File: config.mk
export PLATFORM = sky130hd
export DESIGN_NAME = ssp_port_serial
export DESIGN_NICKNAME = d
export VERILOG_FILES = /design/src/logic/ssp_pkg.sv /design/src/logic/ssp_port_serial.sv /design/src/logic/ssp_shifter.sv
export SDC_FILE = /design/constraint.sdc
export NUM_CORES = 1
export LEC_CHECK = 0
export BUFFER_PORTS_ARGS = -buffer_cell sky130_fd_sc_hd__buf_2
export CORE_ASPECT_RATIO = 1.1
export CORE_MARGIN = 3
export CORE_UTILIZATION = 45
export CTS_CLUSTER_SIZE = 28
export DETAILED_ROUTE_END_ITERATION = 8
export PLACE_DENSITY_LB_ADDON = 0.15
export REMOVE_ABC_BUFFERS = 1
export SYNTH_ARGS = -nofsm -noshare
export SYNTH_HDL_FRONTEND = slang
export SYNTH_SLANG_ARGS = --single-unit
File: constraint.sdc
create_clock -name core_clk -period 2.1 [get_ports core_clk]
set_input_delay 0.105 -clock core_clk [delete_from_list [all_inputs] [get_ports core_clk]]
set_output_delay 0.105 -clock core_clk [all_outputs]
set_load 0.005 [all_outputs]
File: src/logic/ssp_pkg.sv
// Constants for the serial byte port and the shared eight-pin port.
// Assumes a 32-bit Avalon-MM register bus with byte addresses (index times four).
package ssp_pkg;

   ////////////////////////////////////////////////////////////////////////////
   // Register indices; byte address is index times four
   localparam int ADDR_W = 10;
   localparam logic [7:0] IDX_CTRL_ONE = 8'hd0;
   localparam logic [7:0] IDX_STATUS = 8'hd3;
   localparam logic [7:0] IDX_DATA = 8'hd5;
   localparam logic [7:0] IDX_PORT = 8'hd6;
   localparam logic [7:0] IDX_DIR = 8'hd7;
   localparam logic [7:0] IDX_PULL_DRIVE = 8'hd9;

   ////////////////////////////////////////////////////////////////////////////
   // Field positions
   localparam int CTL_IRQ_EN = 7;
   localparam int CTL_SYS_EN = 6;
   localparam int CTL_MASTER = 4;
   localparam int CTL_CPOL = 3;
   localparam int CTL_CPHA = 2;
   localparam int CTL_SS_OUT = 1;
   localparam int CTL_LSB_FIRST = 0;
   localparam int STS_DONE = 7;
   localparam int STS_COLL = 6;
   localparam int STS_FAULT = 4;
   localparam int PD_DRIVE_LO = 4;
   localparam int PD_PULL_LO = 0;
   localparam int PIN_MISO = 4;
   localparam int PIN_MOSI = 5;
   localparam int PIN_SCK = 6;
   localparam int PIN_SEL = 7;

   ////////////////////////////////////////////////////////////////////////////
   // Reset values and timing
   localparam logic [7:0] CTRL_ONE_RST = 8'h00;
   localparam logic [7:0] DIR_RST = 8'h00;
   localparam logic [7:0] PULL_DRIVE_RST = 8'h00;
   localparam logic [7:0] PORT_RST = 8'h00;
   localparam int SCK_HALF_DEFAULT = 4;

endpackage

File: src/logic/ssp_port_serial.sv
// Serial byte port flags and data with the shared eight-pin port.
// Assumes an Avalon-MM master on core_clk; pins and serial units outside.
`timescale 1ns/1ns
module ssp_port_serial #(
   parameter int SCK_HALF = ssp_pkg::SCK_HALF_DEFAULT
) (
   // Clock and reset
   input wire logic core_clk,
   input wire logic rst_n,
   // Avalon-MM slave
   input wire logic [ssp_pkg::ADDR_W-1:0] avs_address,
   input wire logic avs_read,
   input wire logic avs_write,
   input wire logic [31:0] avs_writedata,
   output logic [31:0] avs_readdata,
   output logic avs_waitrequest,
   // Shared pins
   input wire logic [7:0] ps_in,
   output logic [7:0] ps_out,
   output logic [7:0] ps_oe_n,
   output logic [7:0] pullup_en,
   output logic [7:0] reduce_drive,
   // Asynchronous serial units
   input wire logic [1:0] sci_rx_own,
   input wire logic [1:0] sci_tx_own,
   input wire logic [1:0] sci_txd,
   // Interrupt
   output logic serial_irq
);
   import ssp_pkg::*;

   localparam int DW = $clog2(SCK_HALF + 1);

   if (SCK_HALF < 1) begin : g_bad_half
      $error("SCK_HALF must be at least one");
   end

   typedef struct packed {
      logic [7:0] ctrl;
      logic transfer_done_flag;
      logic write_collision_flag;
      logic mode_fault_flag;
      logic arm_transfer_done_flag;
      logic arm_write_collision_flag;
      logic arm_mode_fault_flag;
      logic [7:0] latch;
      logic [7:0] ddr;
      logic [7:0] pull_drive;
      logic [7:0] rx_buf;
      logic ack;
      logic [7:0] rdata;
      logic [DW-1:0] div;
      logic sck_act;
      logic [7:0] pin_meta;
      logic [7:0] pin_sync;
      logic sck_prev;
   } ssp_main_t;

   ssp_main_t st;
   ssp_main_t next_st;

   function automatic logic sel(input logic [7:0] a, input logic [7:0] r);
      sel = (a == r);
   endfunction

   function automatic logic [7:0] grp(input logic [2:0] g);
      grp = {{4{g[2]}}, {2{g[1]}}, {2{g[0]}}};
   endfunction

   ////////////////////////////////////////////////////////////////////////////
   // Bus decode
   logic req;
   logic acc;
   logic [7:0] idx;
   logic data_acc;
   logic wr_data;
   logic rd_sts;
   logic wr_ctrl;
   logic master;
   logic spe_eff;
   logic cpol;
   logic sh_busy;
   logic sh_done;
   logic sh_out;
   logic [7:0] sh_rx;
   logic sh_load;
   logic sh_start;
   logic sh_abort;
   logic write_collision_flag_set;
   logic mode_fault_flag_set;
   logic tick;
   logic sck_lvl;
   logic lead;
   logic trail;
   logic [7:0] drv;
   logic [7:0] val;
   logic [3:0] sci_drv;
   logic [3:0] sci_val;
   logic [7:0] status_byte;

   assign req = avs_read | avs_write;
   assign acc = req & st.ack;
   assign idx = avs_address[ADDR_W-1:2];
   assign data_acc = acc & sel(idx, IDX_DATA);
   assign wr_data = data_acc & avs_write;
   assign rd_sts = acc & avs_read & sel(idx, IDX_STATUS);
   assign wr_ctrl = acc & avs_write & sel(idx, IDX_CTRL_ONE);
   assign avs_waitrequest = req & ~st.ack;
   assign avs_readdata = {24'h000000, st.rdata};

   assign master = st.ctrl[CTL_MASTER];
   assign spe_eff = st.ctrl[CTL_SYS_EN] & ~st.mode_fault_flag;
   assign cpol = st.ctrl[CTL_CPOL];

   ////////////////////////////////////////////////////////////////////////////
   // Transfer control
   // collision drops the write
   assign write_collision_flag_set = wr_data & sh_busy;
   assign sh_load = wr_data & ~sh_busy;
   assign sh_start = sh_load & master & spe_eff;
   assign mode_fault_flag_set = master & st.ctrl[CTL_SYS_EN] & ~st.ddr[PIN_SEL] & ~st.pin_sync[PIN_SEL];
   assign sh_abort = ~spe_eff | (~master & st.pin_sync[PIN_SEL]);
   assign tick = sh_busy & master & (st.div == DW'(SCK_HALF - 1));
   assign sck_lvl = st.pin_sync[PIN_SCK] ^ cpol;
   assign lead = master ? (tick & ~st.sck_act) : (~st.pin_sync[PIN_SEL] & sck_lvl & ~st.sck_prev);
   assign trail = master ? (tick & st.sck_act) : (~st.pin_sync[PIN_SEL] & ~sck_lvl & st.sck_prev);

   ssp_shifter #(
      .BITS(8)
   ) u_shifter (
      .core_clk(core_clk),
      .rst_n(rst_n),
      .cpha(st.ctrl[CTL_CPHA]),
      .lsb_first(st.ctrl[CTL_LSB_FIRST]),
      .load(sh_load),
      .load_data(avs_writedata[7:0]),
      .start(sh_start),
      .abort(sh_abort),
      .lead(lead & spe_eff),
      .trail(trail & spe_eff),
      .in_bit(master ? st.pin_sync[PIN_MISO] : st.pin_sync[PIN_MOSI]),
      .out_bit(sh_out),
      .busy(sh_busy),
      .done(sh_done),
      .rx_data(sh_rx)
   );

   ////////////////////////////////////////////////////////////////////////////
   // Pin direction and drive
   // receiver pins forced input
   for (genvar u = 0; u < 2; u++) begin : g_sci
      assign sci_drv[2*u] = st.ddr[2*u] & ~sci_rx_own[u];
      assign sci_val[2*u] = st.latch[2*u];
      assign sci_drv[2*u+1] = st.ddr[2*u+1] | sci_tx_own[u];
      assign sci_val[2*u+1] = sci_tx_own[u] ? sci_txd[u] : st.latch[2*u+1];
   end

   always_comb begin
      drv = {st.ddr[7:4], sci_drv};
      val = {st.latch[7:4], sci_val};
      if (spe_eff) begin
         if (master) begin
            drv[PIN_MISO] = 1'b0;
            val[PIN_MOSI] = sh_out;
            val[PIN_SCK] = cpol ^ st.sck_act;
            val[PIN_SEL] = st.ctrl[CTL_SS_OUT] ? ~sh_busy : st.latch[PIN_SEL];
         end else begin
            drv[PIN_MISO] = st.ddr[PIN_MISO] & ~st.pin_sync[PIN_SEL];
            val[PIN_MISO] = sh_out;
            drv[PIN_MOSI] = 1'b0;
            drv[PIN_SCK] = 1'b0;
            drv[PIN_SEL] = 1'b0;
         end
      end
   end

   assign ps_out = val;
   assign ps_oe_n = ~drv;
   assign reduce_drive = grp(st.pull_drive[PD_DRIVE_LO+2:PD_DRIVE_LO]);
   assign pullup_en = grp(st.pull_drive[PD_PULL_LO+2:PD_PULL_LO]) & ~drv;
   assign serial_irq = st.ctrl[CTL_IRQ_EN] & (st.transfer_done_flag | st.mode_fault_flag);

   assign status_byte = {st.transfer_done_flag, st.write_collision_flag, 1'b0, st.mode_fault_flag, 4'h0};

   ////////////////////////////////////////////////////////////////////////////
   // State update
   always_comb begin
      next_st = st;
      next_st.pin_meta = ps_in;
      next_st.pin_sync = st.pin_meta;
      next_st.sck_prev = sck_lvl;
      next_st.ack = req & ~st.ack;
      next_st.div = (sh_busy & master & ~tick) ? st.div + DW'(1) : '0;
      next_st.sck_act = (sh_busy & master) ? (st.sck_act ^ tick) : 1'b0;
      if (avs_read && !st.ack) begin
         next_st.rdata = 8'h00;
         unique case (1'b1)
            sel(idx, IDX_CTRL_ONE): next_st.rdata = st.ctrl & ~({7'h00, st.mode_fault_flag} << CTL_SYS_EN);
            sel(idx, IDX_STATUS): next_st.rdata = status_byte;
            sel(idx, IDX_DATA): next_st.rdata = st.rx_buf;
            sel(idx, IDX_PORT): next_st.rdata = (drv & val) | (~drv & st.pin_sync);
            sel(idx, IDX_DIR): next_st.rdata = st.ddr;
            sel(idx, IDX_PULL_DRIVE): next_st.rdata = st.pull_drive;
            default: next_st.rdata = 8'h00;
         endcase
      end
      if (acc && avs_write) begin
         if (sel(idx, IDX_CTRL_ONE)) begin
            next_st.ctrl = avs_writedata[7:0];
         end
         if (sel(idx, IDX_PORT)) begin
            next_st.latch = avs_writedata[7:0];
         end
         if (sel(idx, IDX_DIR)) begin
            next_st.ddr = avs_writedata[7:0];
         end
         if (sel(idx, IDX_PULL_DRIVE)) begin
            next_st.pull_drive = avs_writedata[7:0];
         end
      end
      if (sh_done) begin
         next_st.rx_buf = sh_rx;
      end
      // arm on status read, event disarms
      if (rd_sts) begin
         next_st.arm_transfer_done_flag = st.transfer_done_flag & st.rdata[STS_DONE];
         next_st.arm_write_collision_flag = st.write_collision_flag & st.rdata[STS_COLL];
         next_st.arm_mode_fault_flag = st.mode_fault_flag & st.rdata[STS_FAULT];
      end
      if (data_acc && st.arm_transfer_done_flag) begin
         next_st.transfer_done_flag = 1'b0;
         next_st.arm_transfer_done_flag = 1'b0;
      end
      if (data_acc && st.arm_write_collision_flag) begin
         next_st.write_collision_flag = 1'b0;
         next_st.arm_write_collision_flag = 1'b0;
      end
      if (wr_ctrl && st.arm_mode_fault_flag) begin
         next_st.mode_fault_flag = 1'b0;
         next_st.arm_mode_fault_flag = 1'b0;
      end
      if (sh_done) begin
         next_st.transfer_done_flag = 1'b1;
         next_st.arm_transfer_done_flag = 1'b0;
      end
      if (write_collision_flag_set) begin
         next_st.write_collision_flag = 1'b1;
         next_st.arm_write_collision_flag = 1'b0;
      end
      if (mode_fault_flag_set) begin
         next_st.mode_fault_flag = 1'b1;
         next_st.arm_mode_fault_flag = 1'b0;
         next_st.ddr[7:5] = 3'b000;
      end
   end

   always_ff @(posedge core_clk) begin
      if (!rst_n) begin
         st <= '{rx_buf: st.rx_buf, ctrl: CTRL_ONE_RST, ddr: DIR_RST, pull_drive: PULL_DRIVE_RST,
                 latch: PORT_RST, default: '0};
      end else begin
         st <= next_st;
      end
   end
endmodule

File: src/logic/ssp_shifter.sv
// Byte shift engine: samples and shifts on serial clock edge pulses.
// Assumes lead/trail pulses come from the core_clk domain, one cycle each.
`timescale 1ns/1ns
module ssp_shifter #(
   parameter int BITS = 8
) (
   // Clock and reset
   input wire logic core_clk,
   input wire logic rst_n,
   // Control
   input wire logic cpha,
   input wire logic lsb_first,
   input wire logic load,
   input wire logic [BITS-1:0] load_data,
   input wire logic start,
   input wire logic abort,
   input wire logic lead,
   input wire logic trail,
   input wire logic in_bit,
   // Results
   output logic out_bit,
   output logic busy,
   output logic done,
   output logic [BITS-1:0] rx_data
);
   localparam int CW = $clog2(BITS + 1);

   if (BITS < 2) begin : g_bad_bits
      $error("ssp_shifter needs at least two bits");
   end

   typedef struct packed {
      logic [BITS-1:0] shreg;
      logic [CW-1:0] cnt;
      logic hold;
      logic pend;
      logic busy;
      logic done;
   } ssp_shift_t;

   ssp_shift_t st;
   ssp_shift_t next_st;
   logic sample_e;
   logic shift_e;

   function automatic logic [BITS-1:0] shift_in(input logic [BITS-1:0] r, input logic b, input logic lsb);
      shift_in = lsb ? {b, r[BITS-1:1]} : {r[BITS-2:0], b};
   endfunction

   assign sample_e = cpha ? trail : lead;
   assign shift_e = cpha ? lead : trail;

   always_comb begin
      next_st = st;
      next_st.done = 1'b0;
      if (load) begin
         next_st.shreg = load_data;
      end
      if (abort) begin
         next_st.cnt = '0;
         next_st.pend = 1'b0;
         next_st.busy = 1'b0;
      end else begin
         if (start || lead || trail) begin
            next_st.busy = 1'b1;
         end
         if (sample_e) begin
            next_st.cnt = st.cnt + CW'(1);
            if (cpha && st.cnt == CW'(BITS - 1)) begin
               next_st.shreg = shift_in(st.shreg, in_bit, lsb_first);
               next_st.done = 1'b1;
               next_st.busy = 1'b0;
               next_st.cnt = '0;
            end else begin
               next_st.hold = in_bit;
               next_st.pend = 1'b1;
            end
         end
         if (shift_e && st.pend) begin
            next_st.shreg = shift_in(st.shreg, st.hold, lsb_first);
            next_st.pend = 1'b0;
            if (st.cnt == CW'(BITS)) begin
               next_st.done = 1'b1;
               next_st.busy = 1'b0;
               next_st.cnt = '0;
            end
         end
      end
   end

   always_ff @(posedge core_clk) begin
      if (!rst_n) begin
         st <= '{shreg: st.shreg, default: '0};
      end else begin
         st <= next_st;
      end
   end

   assign out_bit = lsb_first ? st.shreg[0] : st.shreg[BITS-1];
   assign busy = st.busy;
   assign done = st.done;
   assign rx_data = st.shreg;

endmodule

[After elaboration in Yosys (flattened, before gate mapping)]
Cells that the tools add are included.
Storage, ports and cells
  register bits after elaboration: 92
  latch bits: 0
  RAM bits: 0
  ROM bits: 0
  bits of input ports: 60
  output and inout port bits: 66
  word-level logic and storage cells: 165
  memories kept: 0
Operators by class
  $add $sub $neg: 2
  multipliers: 0
  div/mod/pow operators: 0
  order comparisons: 0
  equality and inequality tests: 9
  shift operators: 0
  multiplexer cells: 35
  bitwise gates (word level): 66
  reduce and logical (&&, ||, !) cells: 28
Operator list (count)
  $eq 8x8->1 const B: 6
  $pmux 8 s6: 1
  $and 1x1->1: 35
  $and 8x8->8: 4
  $mux 8: 4
  $mux 12: 2
  $mux 1: 18
  $mux 16: 1
  $not 1->1: 16
  $reduce_and 2->1: 8
  $mux 4: 3
  $reduce_or 3->1: 4
  $mux 2: 4
  $not 7->8: 1
  $not 8->8: 1
  $or 8x8->8: 1
  $logic_and 1x1->1: 7
  $mux 3: 2
  $reduce_bool 2->1: 3
  $or 1x1->1: 5
  $add 4x1->4 const B: 1
  $eq 4x3->1 const B: 1
  $eq 4x4->1 const B: 1
  $reduce_or 2->1: 2
  other kinds (6): 9

[Longest topological paths before layout]
  depth in word-level cells: 15
  mapped depth: 10
  gate-level depth less buffers: 9

[Cells and area by module]
A second synthesis with hierarchy kept.
Unflattened totals
  cell total of the unflattened synthesis: 522
  area total of the unflattened synthesis: 4874.7 µm²
By module, submodules not included
  ssp_port_serial: instances 1, cells each 424, area an instance 3842.4 µm², sequential area each 1601.5 µm²
  ssp_shifter: instances 1, cells each 98, area an instance 1032.2 µm², sequential area each 400.4 µm²

[Worst setup path before layout]
OpenSTA, ideal clock, no wires.
  path kind: register to register
  start point: register st[18] in the netlist's numbering
  end point: register u_shifter.st[6] in the netlist's numbering
  library setup time: 0.056 ns
  arrival: 2.151 ns
  required time: 2.044 ns
  setup slack: -0.108 ns
  stages on the path, launching flop included: 10
  path buffers: 1
  period minus slack after synthesis: 2.208 ns
  cells stage by stage: dfxtp_1 > ha_1 > ha_1 > and3_1 > ha_1 > a22o_1 > o2111a_1 > buf_6 > a41o_4 > o21ba_4
Between the ends
  cells in the longest elaborated chain, start to end: 9
  elaborated cells between the ends (all ways): 14
  those cells by class: eq/ne: 1; mux: 7; bitwise: 5; reduce/logical: 1
RTL lines
  start: declaration: RTL line ssp_port_serial.sv:59  | ssp_main_t st;
  start signal: assignment: RTL line ssp_port_serial.sv:259  | st <= '{rx_buf: st.rx_buf, ctrl: CTRL_ONE_RST, ddr: DIR_RST, pull_drive: PULL_DRIVE_RST,
  start signal: assignment: RTL line ssp_port_serial.sv:262  | st <= next_st;
  $eq 3x2->1 (*): RTL line ssp_port_serial.sv:123  | assign tick = sh_busy & master & (st.div == DW'(SCK_HALF - 1));
  $and 1x1->1 (*): RTL line ssp_port_serial.sv:123
  $and 1x1->1 (on tied branches): RTL line ssp_port_serial.sv:125, ssp_port_serial.sv:126
  $mux 1 (on tied branches): RTL line ssp_port_serial.sv:125, ssp_port_serial.sv:126
  $and 1x1->1 (on tied branches): RTL line ssp_port_serial.sv:139, ssp_port_serial.sv:140
  $mux 1: RTL line ssp_shifter.sv:50  | assign sample_e = cpha ? trail : lead;
  $mux 16: RTL line ssp_shifter.sv:67  | if (sample_e) begin
  $mux 4: RTL line ssp_shifter.sv:82  | if (st.cnt == CW'(BITS)) begin
  $mux 12 (*): RTL line ssp_shifter.sv:79  | if (shift_e && st.pend) begin
  end signal: assignment: RTL line ssp_shifter.sv:95  | st <= next_st;
  end: declaration: RTL line ssp_shifter.sv:41  | ssp_shift_t st;
Every way passes the cells marked *; elsewhere a longest branch is shown, timed or not.
A chain may end at the register's enable or synchronous reset.

==> summary.txt <==
Run status
  – Status: complete, but fails checks
  – Violated checks: negative setup slack

Floorplanning
  – Die footprint: 11900 um^2
  – Count of boundary I/O pins: 126
  – Width of the chip: 104 um
  – Vertical die dimension: 114 um
  – Initial core utilization: 47.2%
  – Placeable core region: 10100 um^2
  – Number of placement rows: 38

Final layout
  – Fill cell total of the finished layout: 979
  – Cell area after layout: 5590 um^2
  – Antenna diode count: 0
  – Ratio of cells with drive above 1 in the final layout: 26.3%
  – Share of the core filled with cells in the final layout: 55.2%
  – Nets@finish: 655
  – Final cell count without fillers: 734
  – Area added between synthesis and finish: 16.9%

Worst setup path
  – Highest fanout seen on the critical path: 6
  – Kind of critical path: flop to flop
  – Worst path max stage delay: 0.35 ns
  – Worst path required time: 2.31 ns
  – Critical path depth: 8
  – Dominant delay contributor by cell family on the critical path: compound AO/OA/AOI/OAI gates
  – Critical Path Start Type: flop
  – Setup slack, reg-to-reg: -0.05 ns
  – Buffers & Inverters on Critical Path: 0
  – Element type at the critical path end: flop
  – Data arrival time of the critical path: 2.36 ns
  – CP cell instances: ha_4 > ha_4 > and3_4 > ha_4 > a22o_4 > o2111a_2 > nor2_4 > mux2i_1
  – Most Frequent Cell on Critical Path: sky130_fd_sc_hd__ha_4
  – Worst-case reg-to-reg path depth: 8
  – Cell with the largest stage delay on the worst path: sky130_fd_sc_hd__dfxtp_2

Place
  – Area after detailed placement: 5170 um^2
  – Final HPWL DP: 9.32 mm
  – Placement Setup Slack: -0.189 ns
  – Cell count after placement: 707
  – Routability Congestion: 0.884
  – Number of buffers inserted by port buffering: 75

Yosys
  – Number of cells produced by synthesis: 508
  – Sequential area share after synthesis: 41.9%
  – Average instance area after synthesis: 9.41 um^2
  – Number of synthesis warnings: 0
  – Number of enable-type register cells in the synthesized netlist: 16
  – Share of synthesized flip-flops with an asynchronous set or reset: 0%
  – Count of state elements after synthesis: 92
  – Distinct cells, synth: 68
  – Flip-flop cell with the highest count after synthesis: sky130_fd_sc_hd__dfxtp_1
  – Netlist area before placement: 4780 um^2

Min path
  – Worst hold path stage count: 3
  – Class of the tightest hold or removal check: input pin to flop

Detailed routing
  – DR DRC count: 0
  – Wire length per cell after detailed routing: 17.1 um
  – Detailed-route wire length: 12.6 mm
  – Count of antenna-violating nets left after detailed routing: 0
  – Initial detailed-routing violation count: 262
  – Post-detailed-route via-to-cell ratio: 5.35
  – Number of detailed-routing iterations run before antenna repair: 5
  – Vias post-DR: 3925

Clock tree
  – Clock Sink Count: 92
  – Later-pin clock latency in the skew report: 0.36 ns
  – Deepest clock path buffer count: 2
  – Clock Root Buffer: sky130_fd_sc_hd__clkbuf_8
  – Inserted Clock Buffers: 9
  – Clock edge transition at the registers on the reported setup and hold paths: 0.10 ns
  – TritonCTS clock tree: built
  – Total number of H-tree levels: 3

Timing
  – Finish-stage setup viols: 9
  – Worst setup skew after layout: 0.0120 ns
  – Number of max-slew violations in the final report: 0
  – Accumulated negative setup slack: -0.263 ns
  – Setup repair after global routing missed its margin: true
  – Final period util: 103%
  – Worst setup margin: -0.0538 ns
  – Crit path time final: 2.15 ns
  – Final Hold Violating Endpoints: 0
  – Tightest slew margin relative to the limit: 53.8%
  – Slew at the pin closest to its max-slew limit: 0.692 ns
  – Achievable frequency: 464 MHz

Power
  – Total power divided by cell area: 609 nW/um^2
  – Leakage power: 2.17 nW
  – Peak ir drop on the vdd network: 0.420 mV

Global routing
  – Total gr overflow: 0
  – Vias in the first global route: 3721
  – Pin count of the biggest net entering global routing: 38
  – Initial antenna violation count: 0
  – Global Route Usage Sum: 20.9%
  – Wire length of the first global-routing pass: 19.7 mm

Flow run
  – Number of max-capacitance violations reported: 0
==> cells by family after synthesis <==
| kind of cell | Yosys count | synth area share (%) |
|---|---|---|
| mux | 55 | 11.7 |
| simple gates | 173 | 19.5 |
| fa+ha+maj | 6 | 1.57 |
| flops | 92 | 41.9 |
| other cells | 1 | 0.0785 |
| compound gates | 103 | 14.6 |
| buf+inv | 76 | 10.3 |
| xor+xnor | 2 | 0.367 |
==> timing repair <==
item                                    CTS  global route
gates resized for setup                  10            10
hold buffers                              8             0
pin swaps                                 6             5
endpoints found under the setup margin   14            15
hold endpoints to repair                  8             0
setup buffers                             0             3
==> flip-flops by register name, summed over array words and instances, names as in the netlist <==
name               cells
avs_readdata           8
cpol                   1
master                 1
next_st                8
ps_out                 2
reduce_drive           3
st                    53
u_shifter.busy         1
u_shifter.done         1
u_shifter.rx_data      8
u_shifter.st           6
==> per-stage QoR <==
step           total power, mW  hold slack (ns)
6_report                  3.40           0.0461
3_5_place_dp              2.11            0.318
3_3_place_gp              2.10            0.313
2_1_floorplan             1.98            0.217
4_1_cts                   3.42           0.0413
5_1_grt                   3.54           0.0452
==> cell usage after synthesis, types with 4 or more instances <==
master                     number  area (um^2)
sky130_fd_sc_hd__buf_4         44          330
sky130_fd_sc_hd__o22ai_1        4         25.0
sky130_fd_sc_hd__nand2b_1       7         43.8
sky130_fd_sc_hd__buf_2          7         35.0
sky130_fd_sc_hd__and2_1        31          194
sky130_fd_sc_hd__nor2_1        51          191
sky130_fd_sc_hd__and3_1         4         25.0
sky130_fd_sc_hd__a31oi_1        5         31.3
sky130_fd_sc_hd__o21ai_0       21          105
sky130_fd_sc_hd__nor3_1         8         40.0
sky130_fd_sc_hd__a211oi_1       5         37.5
sky130_fd_sc_hd__inv_1          9         33.8
sky130_fd_sc_hd__nand4_1        4         25.0
sky130_fd_sc_hd__a22oi_1        5         37.5
sky130_fd_sc_hd__nand2_1       31          116
sky130_fd_sc_hd__ha_1           6         75.1
sky130_fd_sc_hd__mux2i_1       49          490
sky130_fd_sc_hd__edfxtp_1      16          480
sky130_fd_sc_hd__mux2_2         5         56.3
sky130_fd_sc_hd__dfxtp_1       76         1520
sky130_fd_sc_hd__a22o_1         5         43.8
sky130_fd_sc_hd__a21oi_1       30          150
sky130_fd_sc_hd__nor3b_1        6         45.0
sky130_fd_sc_hd__nor2b_1        8         50.1
sky130_fd_sc_hd__clkbuf_1      11         41.3
==> report_power, final <==
| part | total, mW | internal [mW] | switching (mW) | leakage, nW |
|---|---|---|---|---|
| combinational | 0.239 | 0.0972 | 0.141 | 1.29 |
| sequential | 1.84 | 1.82 | 0.0208 | 0.768 |
| clock | 1.32 | 0.666 | 0.655 | 0.112 |
| total | 3.40 | 2.59 | 0.817 | 2.17 |
==> layout by cell type (no fill, tap or decap), types with 4 or more instances in the layout <==
| cell | Yosys | final |
|---|---|---|
| sky130_fd_sc_hd__nand4_1 | 4 | 4 |
| sky130_fd_sc_hd__and2_1 | 31 | 31 |
| sky130_fd_sc_hd__a22o_1 | 5 | 4 |
| sky130_fd_sc_hd__a211oi_1 | 5 | 5 |
| sky130_fd_sc_hd__conb_1 | 1 | 24 |
| sky130_fd_sc_hd__a31oi_1 | 5 | 5 |
| sky130_fd_sc_hd__dfxtp_1 | 76 | 73 |
| sky130_fd_sc_hd__mux2_2 | 5 | 5 |
| sky130_fd_sc_hd__nor3b_1 | 6 | 5 |
| sky130_fd_sc_hd__edfxtp_1 | 16 | 16 |
| sky130_fd_sc_hd__nand2b_1 | 7 | 7 |
| sky130_fd_sc_hd__a22oi_1 | 5 | 5 |
| sky130_fd_sc_hd__mux2i_1 | 49 | 49 |
| sky130_fd_sc_hd__inv_1 | 9 | 9 |
| sky130_fd_sc_hd__buf_2 | 7 | 75 |
| sky130_fd_sc_hd__nor2_1 | 51 | 51 |
| sky130_fd_sc_hd__nor2b_1 | 8 | 8 |
| sky130_fd_sc_hd__clkbuf_8 | 1 | 10 |
| sky130_fd_sc_hd__buf_4 | 44 | 27 |
| sky130_fd_sc_hd__nand2_1 | 31 | 31 |
| sky130_fd_sc_hd__o21ai_0 | 21 | 20 |
| sky130_fd_sc_hd__dlygate4sd3_1 | 0 | 8 |
| sky130_fd_sc_hd__o22ai_1 | 4 | 4 |
| sky130_fd_sc_hd__a21oi_1 | 30 | 28 |
| sky130_fd_sc_hd__nor3_1 | 8 | 8 |
==> per-layer routing <==
metal	GRT usage (%)	share of wire [%]	vias up
met4	5.14	1.3	0
met2	34.9	47	130
met5	0	0	-
met3	3.89	5.8	14
li1	-	-	1900
met1	28.1	46	1881
==> final timing paths <==
check,from,to
worst min-delay path,avs_write,st[66]
worst min register to register,next_st[2],st[2]
worst max register to register,st[18],u_shifter.rx_data[3]
worst max-delay path,st[18],u_shifter.rx_data[3]
==> tightest hold or removal path, delay by kind of cell <==
kind,cells,cell delay [ns]
buf+inv,1,0.12
simple gates,1,0.07
compound gates,1,0.06
==> layout make-up <==
type,count,area [um^2],share of cell area [%]
clock buffer,11,163,2.91
clock inverter,5,63.8,1.14
inverter,10,37.5,0.672
multi-input combinational,363,2450,43.9
sequential,92,2010,35.9
tap,140,175,3.13
timing repair buffer,113,692,12.4
Note: power is estimated with default switching activity, not from simulation.
